$ cat src/verilog/rxcfg_defines.svh
// Register offsets, field positions and reset values for the receive-port configuration bank
`ifndef RXCFG_DEFINES_SVH
`define RXCFG_DEFINES_SVH
`define RXCFG_NUM_PORTS 4
`define RXCFG_NUM_SLOTS 3
`define RXCFG_OFF_PORT_SEL 8'h4C
`define RXCFG_OFF_ALIAS_FIVE 8'h6A
`define RXCFG_OFF_ALIAS_SIX 8'h6B
`define RXCFG_OFF_ALIAS_SEVEN 8'h6C
`define RXCFG_OFF_PORT_CFG 8'h6D
`define RXCFG_ALIAS_RESET 8'h00
`define RXCFG_CFG_RESET_HI 6'h1E
`define RXCFG_BIT_WAIT_FC1 7
`define RXCFG_BIT_WAIT_FS 6
`define RXCFG_BIT_PASS_CKSUM 5
`define RXCFG_BIT_PASS_ECC 4
`define RXCFG_BIT_LINE_LEN 3
`define RXCFG_BIT_STRAP_RSVD 2
`define RXCFG_MODE_MSB 1
`define RXCFG_FRAME_COUNT_ONE 16'h0001
`endif

$ cat src/verilog/rxcfg_pkg.sv
// Types for the receive-port configuration bank
package rxcfg_pkg;
  typedef enum logic [1:0] {
    RXCFG_MODE_CSI2 = 2'h0,
    RXCFG_MODE_RAW12_LF = 2'h1,
    RXCFG_MODE_RAW12_HF = 2'h2,
    RXCFG_MODE_RAW10 = 2'h3
  } rxcfg_mode_t;
  typedef struct packed {
    logic [6:0] alias_addr;
    logic auto_ack;
  } rxcfg_alias_t;
  typedef struct packed {
    logic wait_first_frame_count_one;
    logic wait_any_frame_begin;
    logic pass_checksum_errored;
    logic pass_header_errored;
    logic drop_short_first_line;
    logic strap_rsvd;
    rxcfg_mode_t link_input_mode;
  } rxcfg_port_cfg_t;
  typedef struct packed {
    logic valid;
    logic frame_start;
    logic [15:0] frame_count;
    logic cksum_err;
    logic ecc_err;
    logic len_err;
  } rxcfg_csi_pkt_t;
  typedef struct packed {
    logic valid;
    logic [6:0] addr;
    logic is_write;
  } rxcfg_i2c_req_t;
  typedef struct packed {
    logic hit;
    logic [1:0] port;
    logic [1:0] slot;
    logic auto_ack;
  } rxcfg_route_t;
endpackage

$ cat src/verilog/rxcfg_bank.sv
// Receive-port alias slots five to seven and port input configuration bank
`timescale 1ns/1ps
`include "rxcfg_defines.svh"
// Operation
// - Alias bits 7:1 reset zero; matching local address is remapped to remote target.
// - A zero alias disables the slot; it never matches.
// - Auto-ack bit 0 acknowledges writes locally regardless of lock or remote ack.
// - Host selects the port first; accesses go to that port's register copy.
// - Bit 7 drops packets until frame start with frame count one.
// - Bit 6, reset one, drops packets until any frame start.
// - Frame-start waits and checksum control are ignored in RAW modes.
// - Bit 5, reset one, forwards checksum errored packets; zero drops them.
// - Bit 4, reset one, forwards header ECC errored packets; zero drops them.
// - RAW mode bit 3 drops the short first line; zero forwards it.
// - CSI-2 mode bit 3 forwards length errored packets; zero drops them.
// - Mode bits 1:0 from straps: CSI-2, RAW12 LF, RAW12 HF, RAW10.
module rxcfg_bank
(
  // Clock and reset
  input wire logic sys_clk_i,
  input wire logic rstn_i,
  // Strap pins, caught after reset release
  input wire logic [2:0] strap_i,
  // Register access port from the I2C target
  input wire logic reg_wr_i,
  input wire logic reg_rd_i,
  input wire logic [7:0] reg_addr_i,
  input wire logic [7:0] reg_wdata_i,
  output logic [7:0] reg_rdata_o,
  // Local I2C transaction to decode
  input rxcfg_pkg::rxcfg_i2c_req_t i2c_req_i,
  output rxcfg_pkg::rxcfg_route_t route_o,
  output logic [6:0] remote_addr_o,
  // Remote target addresses per port and slot
  input wire logic [`RXCFG_NUM_PORTS*`RXCFG_NUM_SLOTS*7-1:0] remote_id_i,
  // CSI-2 packets per port
  input rxcfg_pkg::rxcfg_csi_pkt_t [`RXCFG_NUM_PORTS-1:0] pkt_i,
  output logic [`RXCFG_NUM_PORTS-1:0] pkt_pass_o,
  output logic [`RXCFG_NUM_PORTS-1:0] pkt_waiting_o,
  // RAW first line handling per port
  input wire logic [`RXCFG_NUM_PORTS-1:0] short_line_i,
  output logic [`RXCFG_NUM_PORTS-1:0] drop_line_o
);
  import rxcfg_pkg::*;
  localparam int NP = `RXCFG_NUM_PORTS;
  localparam int NS = `RXCFG_NUM_SLOTS;
  rxcfg_alias_t alias_ff [NP][NS];
  rxcfg_alias_t nxt_alias [NP][NS];
  rxcfg_port_cfg_t cfg_ff [NP];
  rxcfg_port_cfg_t nxt_cfg [NP];
  logic [1:0] sel_ff;
  logic [1:0] nxt_sel;
  logic strap_done_ff;
  logic nxt_strap_done;
  logic [7:0] rdata_ff;
  logic [7:0] nxt_rdata;
  rxcfg_route_t route_ff;
  rxcfg_route_t nxt_route;
  logic [6:0] raddr_ff;
  logic [6:0] nxt_raddr;

  // Address and mode decode helpers
  function automatic logic [1:0] slot_of(input logic [7:0] addr);
    slot_of = 2'(addr - `RXCFG_OFF_ALIAS_FIVE);
  endfunction

  function automatic logic is_alias_off(input logic [7:0] addr);
    is_alias_off = (addr >= `RXCFG_OFF_ALIAS_FIVE) && (addr <= `RXCFG_OFF_ALIAS_SEVEN);
  endfunction

  function automatic logic is_sel_off(input logic [7:0] addr);
    is_sel_off = (addr == `RXCFG_OFF_PORT_SEL);
  endfunction

  function automatic logic is_cfg_off(input logic [7:0] addr);
    is_cfg_off = (addr == `RXCFG_OFF_PORT_CFG);
  endfunction

  function automatic logic is_raw_mode(input rxcfg_mode_t mode);
    is_raw_mode = (mode != RXCFG_MODE_CSI2);
  endfunction

  // Register writes and strap capture
  always_comb
  begin
    nxt_sel = sel_ff;
    nxt_strap_done = 1'b1;
    for (int p = 0; p < NP; p++)
    begin
      nxt_cfg[p] = cfg_ff[p];
      for (int s = 0; s < NS; s++)
      begin
        nxt_alias[p][s] = alias_ff[p][s];
      end
      if (!strap_done_ff)
      begin
        nxt_cfg[p].strap_rsvd = strap_i[`RXCFG_BIT_STRAP_RSVD];
        nxt_cfg[p].link_input_mode = rxcfg_mode_t'(strap_i[`RXCFG_MODE_MSB:0]);
      end
    end
    if (reg_wr_i)
    begin
      if (is_sel_off(reg_addr_i))
      begin
        nxt_sel = reg_wdata_i[1:0];
      end
      else if (is_alias_off(reg_addr_i))
      begin
        nxt_alias[sel_ff][slot_of(reg_addr_i)] = rxcfg_alias_t'(reg_wdata_i);
      end
      else if (is_cfg_off(reg_addr_i))
      begin
        nxt_cfg[sel_ff] = rxcfg_port_cfg_t'(reg_wdata_i);
      end
    end
  end

  // Register reads, selected port copy
  always_comb
  begin
    nxt_rdata = rdata_ff;
    if (reg_rd_i)
    begin
      if (is_sel_off(reg_addr_i))
      begin
        nxt_rdata = {6'h00, sel_ff};
      end
      else if (is_alias_off(reg_addr_i))
      begin
        nxt_rdata = alias_ff[sel_ff][slot_of(reg_addr_i)];
      end
      else if (is_cfg_off(reg_addr_i))
      begin
        nxt_rdata = cfg_ff[sel_ff];
      end
      else
      begin
        nxt_rdata = 8'h00;
      end
    end
  end

  // Alias decoder across all ports and slots
  always_comb
  begin
    nxt_route = '0;
    nxt_raddr = 7'h00;
    if (i2c_req_i.valid)
    begin
      for (int p = 0; p < NP; p++)
      begin
        for (int s = 0; s < NS; s++)
        begin
          if (!nxt_route.hit && alias_ff[p][s].alias_addr != 7'h00
              && alias_ff[p][s].alias_addr == i2c_req_i.addr)
          begin
            nxt_route.hit = 1'b1;
            nxt_route.port = 2'(p);
            nxt_route.slot = 2'(s);
            nxt_route.auto_ack = alias_ff[p][s].auto_ack && i2c_req_i.is_write;
            nxt_raddr = remote_id_i[(p*NS+s)*7 +: 7];
          end
        end
      end
    end
  end

  // State registers
  always_ff @(posedge sys_clk_i or negedge rstn_i)
  begin
    if (!rstn_i)
    begin
      sel_ff <= 2'h0;
      strap_done_ff <= 1'b0;
      rdata_ff <= 8'h00;
      route_ff <= '0;
      raddr_ff <= 7'h00;
      for (int p = 0; p < NP; p++)
      begin
        cfg_ff[p] <= rxcfg_port_cfg_t'({`RXCFG_CFG_RESET_HI, 2'h0});
        for (int s = 0; s < NS; s++)
        begin
          alias_ff[p][s] <= rxcfg_alias_t'(`RXCFG_ALIAS_RESET);
        end
      end
    end
    else
    begin
      sel_ff <= nxt_sel;
      strap_done_ff <= nxt_strap_done;
      rdata_ff <= nxt_rdata;
      route_ff <= nxt_route;
      raddr_ff <= nxt_raddr;
      for (int p = 0; p < NP; p++)
      begin
        cfg_ff[p] <= nxt_cfg[p];
        for (int s = 0; s < NS; s++)
        begin
          alias_ff[p][s] <= nxt_alias[p][s];
        end
      end
    end
  end

  // Outputs straight from flip-flops
  assign reg_rdata_o = rdata_ff;
  assign route_o = route_ff;
  assign remote_addr_o = raddr_ff;

  // Per-port packet gates and RAW first line handling
  for (genvar g = 0; g < NP; g++)
  begin : g_port
    rxcfg_pkt_gate u_gate
    (
      .sys_clk_i(sys_clk_i),
      .rstn_i(rstn_i),
      .cfg_i(cfg_ff[g]),
      .pkt_i(pkt_i[g]),
      .pass_o(pkt_pass_o[g]),
      .waiting_o(pkt_waiting_o[g])
    );
    assign drop_line_o[g] = short_line_i[g] && cfg_ff[g].drop_short_first_line
                            && is_raw_mode(cfg_ff[g].link_input_mode);
  end
endmodule

$ cat src/verilog/rxcfg_pkt_gate.sv
// Per-port CSI-2 packet gate applying frame-start wait and error forwarding
`timescale 1ns/1ps
`include "rxcfg_defines.svh"
module rxcfg_pkt_gate
(
  // Clock and reset
  input wire logic sys_clk_i,
  input wire logic rstn_i,
  // Configuration
  input rxcfg_pkg::rxcfg_port_cfg_t cfg_i,
  // Incoming packet
  input rxcfg_pkg::rxcfg_csi_pkt_t pkt_i,
  // Verdict
  output logic pass_o,
  output logic waiting_o
);
  import rxcfg_pkg::*;
  logic seen_fs_ff;
  logic nxt_seen_fs;
  logic seen_fc1_ff;
  logic nxt_seen_fc1;
  logic is_csi;
  logic fs_ok;
  logic err_ok;
  assign is_csi = (cfg_i.link_input_mode == RXCFG_MODE_CSI2);
  always_comb
  begin
    nxt_seen_fs = seen_fs_ff;
    nxt_seen_fc1 = seen_fc1_ff;
    if (pkt_i.valid && pkt_i.frame_start)
    begin
      nxt_seen_fs = 1'b1;
      if (pkt_i.frame_count == `RXCFG_FRAME_COUNT_ONE)
      begin
        nxt_seen_fc1 = 1'b1;
      end
    end
  end
  always_ff @(posedge sys_clk_i or negedge rstn_i)
  begin
    if (!rstn_i)
    begin
      seen_fs_ff <= 1'b0;
      seen_fc1_ff <= 1'b0;
    end
    else
    begin
      seen_fs_ff <= nxt_seen_fs;
      seen_fc1_ff <= nxt_seen_fc1;
    end
  end
  always_comb
  begin
    fs_ok = 1'b1;
    if (cfg_i.wait_first_frame_count_one && !nxt_seen_fc1)
    begin
      fs_ok = 1'b0;
    end
    if (cfg_i.wait_any_frame_begin && !nxt_seen_fs)
    begin
      fs_ok = 1'b0;
    end
    err_ok = 1'b1;
    if (pkt_i.cksum_err && !cfg_i.pass_checksum_errored)
    begin
      err_ok = 1'b0;
    end
    if (pkt_i.ecc_err && !cfg_i.pass_header_errored)
    begin
      err_ok = 1'b0;
    end
    if (pkt_i.len_err && !cfg_i.drop_short_first_line)
    begin
      err_ok = 1'b0;
    end
  end
  // RAW modes bypass the CSI-2 gating entirely
  assign pass_o = pkt_i.valid && (!is_csi || (fs_ok && err_ok));
  assign waiting_o = is_csi && !fs_ok;
endmodule

$ cat config.mk
export PLATFORM = sky130hd
export DESIGN_NAME = rxcfg_bank
export DESIGN_NICKNAME = d
export VERILOG_FILES = /design/src/verilog/rxcfg_pkg.sv /design/src/verilog/rxcfg_bank.sv /design/src/verilog/rxcfg_pkt_gate.sv
export VERILOG_INCLUDE_DIRS = /design/src /design/src/verilog
export SDC_FILE = /design/constraint.sdc
export NUM_CORES = 1
export LEC_CHECK = 0
export BUFFER_PORTS_ARGS = -buffer_cell sky130_fd_sc_hd__buf_2
export CELL_PAD_IN_SITES_DETAIL_PLACEMENT = 1
export CELL_PAD_IN_SITES_GLOBAL_PLACEMENT = 1
export CORE_UTILIZATION = 43
export CTS_BUF_LIST = sky130_fd_sc_hd__clkbuf_4
export CTS_CLUSTER_DIAMETER = 80
export DETAILED_ROUTE_END_ITERATION = 16
export HOLD_SLACK_MARGIN = 0.1
export PLACE_DENSITY = 0.91
export SLEW_MARGIN = 5
export SYNTH_ARGS = -nofsm -noshare
export SYNTH_HDL_FRONTEND = slang
export SYNTH_SLANG_ARGS = --single-unit
$ cat constraint.sdc
create_clock -name sys_clk_i -period 4 [get_ports sys_clk_i]
set_clock_uncertainty 0.1 [all_clocks]
set_input_delay 0.8 -clock sys_clk_i [delete_from_list [all_inputs] [get_ports sys_clk_i]]
set_output_delay 0.8 -clock sys_clk_i [all_outputs]
set_load 0.05 [all_outputs]
==> results of run 1 <==
[worst max-delay path, cell delays in order, from the launching register on]
cell and delay [ns]:
dfrtp_1 0.47, or4_1 0.56, nor4_2 0.14, nor3_1 0.15
buf_4 0.21, or4_4 0.61, or4_1 0.78, o221a_4 0.21
a21oi_2 0.12, a211oi_2 0.06
[layout by cell type (no fill, tap or decap), types with 9 or more instances in the layout]
cell type	n
buf_2	235
dfrtp_1	143
mux2_2	98
nand2_1	63
nor2_1	62
xnor2_1	57
buf_4	43
o21ai_0	41
a21oi_1	33
mux4_2	32
nand3_1	25
nor4_1	24
inv_1	23
nand4_1	19
xor2_1	18
clkbuf_4	17
dfstp_2	16
nor3_1	14
a211o_1	11
a22oi_1	11
mux2i_1	9
[routing by layer]
layer	share of wire	vias to the layer above	GRT usage
met2	0.48	614	0.553
li1	-	3859	-
met4	0.057	0	0.200
met1	0.38	4582	0.420
met3	0.081	146	0.0696
met5	0	-	0
[metrics by stage]
step / hold WS, ns / worst slack (ns) / std cells
floorplan: 0.324 / 0.885 / 897
global placement: 0.336 / 0.203 / 1399
detailed placement: 0.349 / 0.0974 / 1399
CTS: 0.143 / 0.350 / 1431
global route: 0.138 / 0.289 / 1432
finish: 0.123 / 0.498 / 1432
[repair_timing]
action | CTS | global route
setup buffers | 0 | 0
resized for setup | 0 | 1
endpoints found under the setup margin | 0 | 1
hold buffers | 0 | 0
[kinds of logic after synthesis]
group | after synthesis | share of synthesized area
multiplexers | 139 | 0.198
XOR/XNOR | 75 | 0.0681
flip-flops | 160 | 0.417
other | 1 | 0.000389
AND/OR/NAND/NOR | 258 | 0.140
AO/OA/AOI/OAI | 183 | 0.138
buffers and inverters | 81 | 0.0381
[flip-flops by register name, summed over array words and instances, names as in the netlist]
name and count:
alias_ff 96, cfg_ff 32, g_port.u_gate.seen_fc1_ff 4, g_port.u_gate.seen_fs_ff 4, reg_rdata_o 8, remote_addr_o 7
route_o 6, sel_ff 2, strap_done_ff 1
[power by group through the flow]
stage | combinational, mW | sequential, mW | clock (mW)
floorplan | 0.253 | 1.73 | 0
detailed placement | 0.500 | 1.73 | 0
CTS | 0.504 | 1.70 | 1.01
finish | 0.510 | 1.71 | 1.01
global placement | 0.477 | 1.73 | 0
global route | 0.537 | 1.71 | 1.07
[layout make-up]
class                   instances  area, µm²  share of cell area
diodes                          1       2.50            0.000217
well taps                     280        350              0.0303
multi-input cells             656       5270               0.457
inverters                      23       86.3             0.00747
repair buffers                280       1530               0.132
clock buffers                  17        128              0.0110
flip-flops and latches        160       4030               0.349
clock inverters                15        154              0.0133
[how the worst min path moves through the flow]
| stage | from | end | slack [ns] |
|---|---|---|---|
| 6_report | rstn_i | remote_addr_o[4]$_DFF_PN0_ | 0.12 |
| 5_1_grt | rstn_i | reg_rdata_o[0]$_DFFE_PN0P_ | 0.14 |
| 4_1_cts | rstn_i | remote_addr_o[4]$_DFF_PN0_ | 0.14 |
| 3_5_place_dp | g_port[3].u_gate.seen_fs_ff$_DFF_PN0_ | g_port[3].u_gate.seen_fs_ff$_DFF_PN0_ | 0.35 |
| 3_3_place_gp | g_port[3].u_gate.seen_fs_ff$_DFF_PN0_ | g_port[3].u_gate.seen_fs_ff$_DFF_PN0_ | 0.34 |
| 2_1_floorplan | g_port[0].u_gate.seen_fs_ff$_DFF_PN0_ | g_port[0].u_gate.seen_fs_ff$_DFF_PN0_ | 0.32 |
==> run summary, run 1 <==
status = complete, no violations
Top FF cell, synth = dfrtp_1
Pint = 2.18 mW
cells on worst reg2reg path = 9
chip width = 152 µm
HPWL Detailed = 29600 µm
clock network power share = 0.314
Final period util = 0.875
synthesized area = 0.00965 mm²
Hold Path Class = in -> async
Clock Path Buffers = 2
Comb power frac = 0.158
VDD IR-drop max = 0.132 mV
Post-synth EDFFs = 0
post-layout instance area = 0.0115 mm²
antenna violations before repair = 1
Synth top area share = 0.373
largest net degree at the start of global routing = 73
Rows = 54
pwr dens = 279 mW/mm²
Max Freq = 0.286 GHz
I/O pin cnt = 237
Net Switching = 1.05 mW
GP Congestion = 0.936
Netlist cell types = 72
worst skew pair latency = 0.60 ns
CP arrival = 3.90 ns
clock sink total = 160
gr usage total = 0.341
Seq pwr share = 0.529
CP Capture Type = register
setup tns final = 0 ns
Final Hold Vio Count = 0
Vias/cell = 6.43
share of cells above drive strength 1 = 0.414
starting density of the core = 0.441
worst reg2reg endpoint = remote_addr_o[3]$_DFF_PN0_
mean area per synthesized cell = 10.8 µm²
cell with the most instances after synthesis = dfrtp_1
first-pass GRT wire length = 59500 µm
Clk Tree Root Cell = clkbuf_4
setup violators final = 0
vias = 9201
CP max FO = 12
vias in the first global route = 9756
initial DRC count = 749
WL per Instance = 27.2 µm
Final #Nets = 1342
Remaining DRCs = 0
CP Data Required Time = 4.40 ns
Detail Route Antenna Nets = 0
worst reg2reg path startpoint = alias_ff[75]$_DFFE_PN0P_
synth top area cells = dfrtp_1 37%, mux2_2 11%, mux4_2 7.5%
buffers added on ports = 236
H-tree depth = 4
grt ovf = 0
Area growth syn-to-layout = 19.7%
Setup CP Type = reg -> reg
fraction of registers with async set/reset = 1.00
routed wire length = 39000 µm
leading cell types by count after synthesis = 144 x dfrtp_1, 98 x mux2_2, 63 x nand2_1
Overall Power = 3.23 mW
fillers = 2493
Placed Area = 0.0113 mm²
sequential-to-total area share from yosys stat = 0.417
Leakage = 5.34 nW
cts bufs inserted = 17
Reg clk slew, reported paths = 0.16 ns
startpoint class of the critical path = register
Setup crit end = remote_addr_o[3]$_DFF_PN0_
sw frac = 0.325
register bit count reported by yosys = 160
die area = 0.0230 mm²
RSZ-0062 raised after global routing = no
final core occ = 0.528
Synth Warn # = 0
CTS tree = yes
Die Y = 152 µm
Final min period = 3.50 ns
top cell type by total area after synthesis = dfrtp_1
core outline area = 0.0219 mm²
Gate Count Post-Synth = 897
Slew headroom = 0.287
measured slew at the worst slew-check pin = 1.07 ns
flop2flop setup slack = 0.50 ns
Syn Nets = 1101
drt first pass iters = 5
Crit. Startpoint = alias_ff[75]$_DFFE_PN0P_
max-cap violation count = 0
pins over their slew limit = 0
Power figures use the tool's default switching activity.
==> run 2, diff against run 1 <==
- ABC_AREA: not set -> 1
- CORE_UTILIZATION: 43 -> 40
==> run 2 against run 1 <==
Effect of this change: utilization shrank 5.0 points; global-route usage shrank 2.4 points; first-iteration DRC count grew 13%; maximum frequency grew 17%; flip-flop and latch count is the same.
==> run summary, run 2 <==
Synth top area share = 0.362
Final #Nets = 1786
vias in the first global route = 11200
worst reg2reg endpoint = remote_addr_o[5]$_DFF_PN0_
Worst path top cell family by delay = simple AND/OR/NAND/NOR gates
top cell type by total area after synthesis = dfrtp_1
Top reg by flops = alias_ff
post-layout instance area = 0.0117 mm²
starting density of the core = 0.408
CP Data Required Time = 3.10 ns
Final period util = 0.751
clock sink total = 160
pwr dens = 278 mW/mm²
post-route insts no fill = 1920
Detail Route Antenna Nets = 0
leading cell type in the layout, fill and taps excluded = nand2_1
commonest non-fill, non-tap cells in the layout = 345 x nand2_1, 235 x buf_2, 166 x o21ai_0, 144 x inv_1, 144 x dfrtp_1
worst path bufs/invs = 3
Slew headroom = 0.430
fillers = 3242
Worst path slowest cell = buf_2
startpoint class of the critical path = primary input
Netlist cell types = 55
WL per Instance = 20.9 µm
Overall Power = 3.24 mW
pins over their slew limit = 0
drt first pass iters = 5
hold depth = 2
placed cell count = 1886
CP Capture Type = primary output
setup bufs post-CTS = 0
leading cell types by count after synthesis = 345 x nand2_1, 166 x o21ai_0, 144 x dfrtp_1, 144 x inv_1, 117 x nor2_1
Vias/cell = 5.71
synth top area cells = dfrtp_1 36%, nand2_1 13%, o21ai_0 8.3%
share of cells above drive strength 1 = 0.211
multi-input logic area = 0.00505 mm²
core outline area = 0.0244 mm²
chip width = 160 µm
I/O pin cnt = 237
setup violators final = 0
Hold Path Class = reg -> reg
Remaining DRCs = 0
worst hold path startpoint = g_port[0].u_gate.seen_fc1_ff$_DFF_PN0_
RSZ-0062 raised after global routing = no
buffers added on ports = 236
number of flip-flops in the largest register = 96
sequential-to-total area share from yosys stat = 0.404
slowest stage delay, CP = 0.30 ns
die area = 0.0255 mm²
HPWL Detailed = 30300 µm
Leakage = 5.79 nW
largest net degree at the start of global routing = 71
Clock Path Buffers = 2
Max Freq = 0.333 GHz
Reg clk slew, reported paths = 0.14 ns
Top FF cell, synth = dfrtp_1
post-cts sizing count = 0
Gate Count Post-Synth = 1371
cell with the most instances after synthesis = nand2_1
Post-synth EDFFs = 0
synthesized area = 0.00996 mm²
VDD IR-drop max = 0.145 mV
fraction of registers with async set/reset = 1.00
Clk Tree Root Cell = clkbuf_4
setup tns final = 0 ns
measured slew at the worst slew-check pin = 0.853 ns
grt ovf = 0
mean area per synthesized cell = 7.26 µm²
register bit count reported by yosys = 160
H-tree depth = 4
hold_buf cts = 1
gr usage total = 0.317
flop2flop setup slack = 1.23 ns
CTS tree = yes
final core occ = 0.478
Setup CP Type = in -> out
GP Congestion = 0.993
Die Y = 160 µm
status = complete, no violations
worst skew pair latency = 0.60 ns
CP max FO = 2
Synth Warn # = 0
Final min period = 3.00 ns
pre-CTS WS = 0.518 ns
Final Hold Slack = 0.372 ns
initial DRC count = 848
max-cap violation count = 0
Rows = 57
antenna violations before repair = 1
cts bufs inserted = 17
Reg area = 0.00402 mm²
Area growth syn-to-layout = 17.1%
Placed Area = 0.0114 mm²
Syn Nets = 1575
first-pass GRT wire length = 62500 µm
setup slack after layout = 0.995 ns
cells on worst reg2reg path = 12
vias = 11000
Final Hold Vio Count = 0
worst reg2reg path startpoint = alias_ff[63]$_DFFE_PN0P_
hold worst-path end = g_port[0].u_gate.seen_fc1_ff$_DFF_PN0_
CP arrival = 2.10 ns
routed wire length = 40000 µm
crit path cell chain = buf_2 > nand2_1 > inv_1 > or2_2 > or2_2 > a21oi_1 > buf_2
-- run 2: kinds of logic after synthesis --
logic type | count (synthesis) | synth area share
compound gates | 312 | 0.176
xor+xnor | 45 | 0.0403
buf+inv | 214 | 0.0892
flops | 160 | 0.404
other cells | 1 | 0.000377
simple gates | 639 | 0.290
-- run 2: final cells by class --
class,instances,area share
inverter,155,0.0502
timing repair buffer,251,0.113
multi-input combinational,997,0.433
sequential,160,0.345
clock buffer,17,0.0109
clock inverter,15,0.0129
antenna,1,0.000215
tap,324,0.0348
-- run 2: how the worst max path moves through the flow --
stage               slack [ns]                          to              startpoint  depth (start not counted)
detailed placement        0.52  remote_addr_o[2]$_DFF_PN0_            i2c_req_i[1]                         17
global placement          0.57  remote_addr_o[2]$_DFF_PN0_            i2c_req_i[1]                         17
global route              0.90               pkt_pass_o[0]  cfg_ff[29]$_DFFE_PN1P_                          5
floorplan                 1.29               pkt_pass_o[0]               pkt_i[20]                          7
CTS                       0.96               pkt_pass_o[0]  cfg_ff[29]$_DFFE_PN1P_                          5
finish                     1.0            pkt_waiting_o[2]               pkt_i[62]                          7
-- run 2: where the power goes --
part           total [mW]  switching (mW)  leakage [nW]  internal (mW)
Sequential           1.70          0.0433          2.09           1.66
Clock                1.00           0.676         0.144          0.327
Combinational       0.537           0.348          3.55          0.188
-- run 2: metal layers --
metal	vias to the layer above	wire [µm]	part of all wire	GRT usage
li1	4992	-	-	-
met1	5359	16700	0.42	0.409
met2	510	18700	0.47	0.514
met3	107	2850	0.071	0.0506
met4	0	1790	0.045	0.162
met5	-	0	0	0
-- run 2: worst min-delay path, cell delays in order (launching register included) --
cell,delay (ns)
dfrtp_1,0.35
inv_1,0.05
nand2_1,0.05
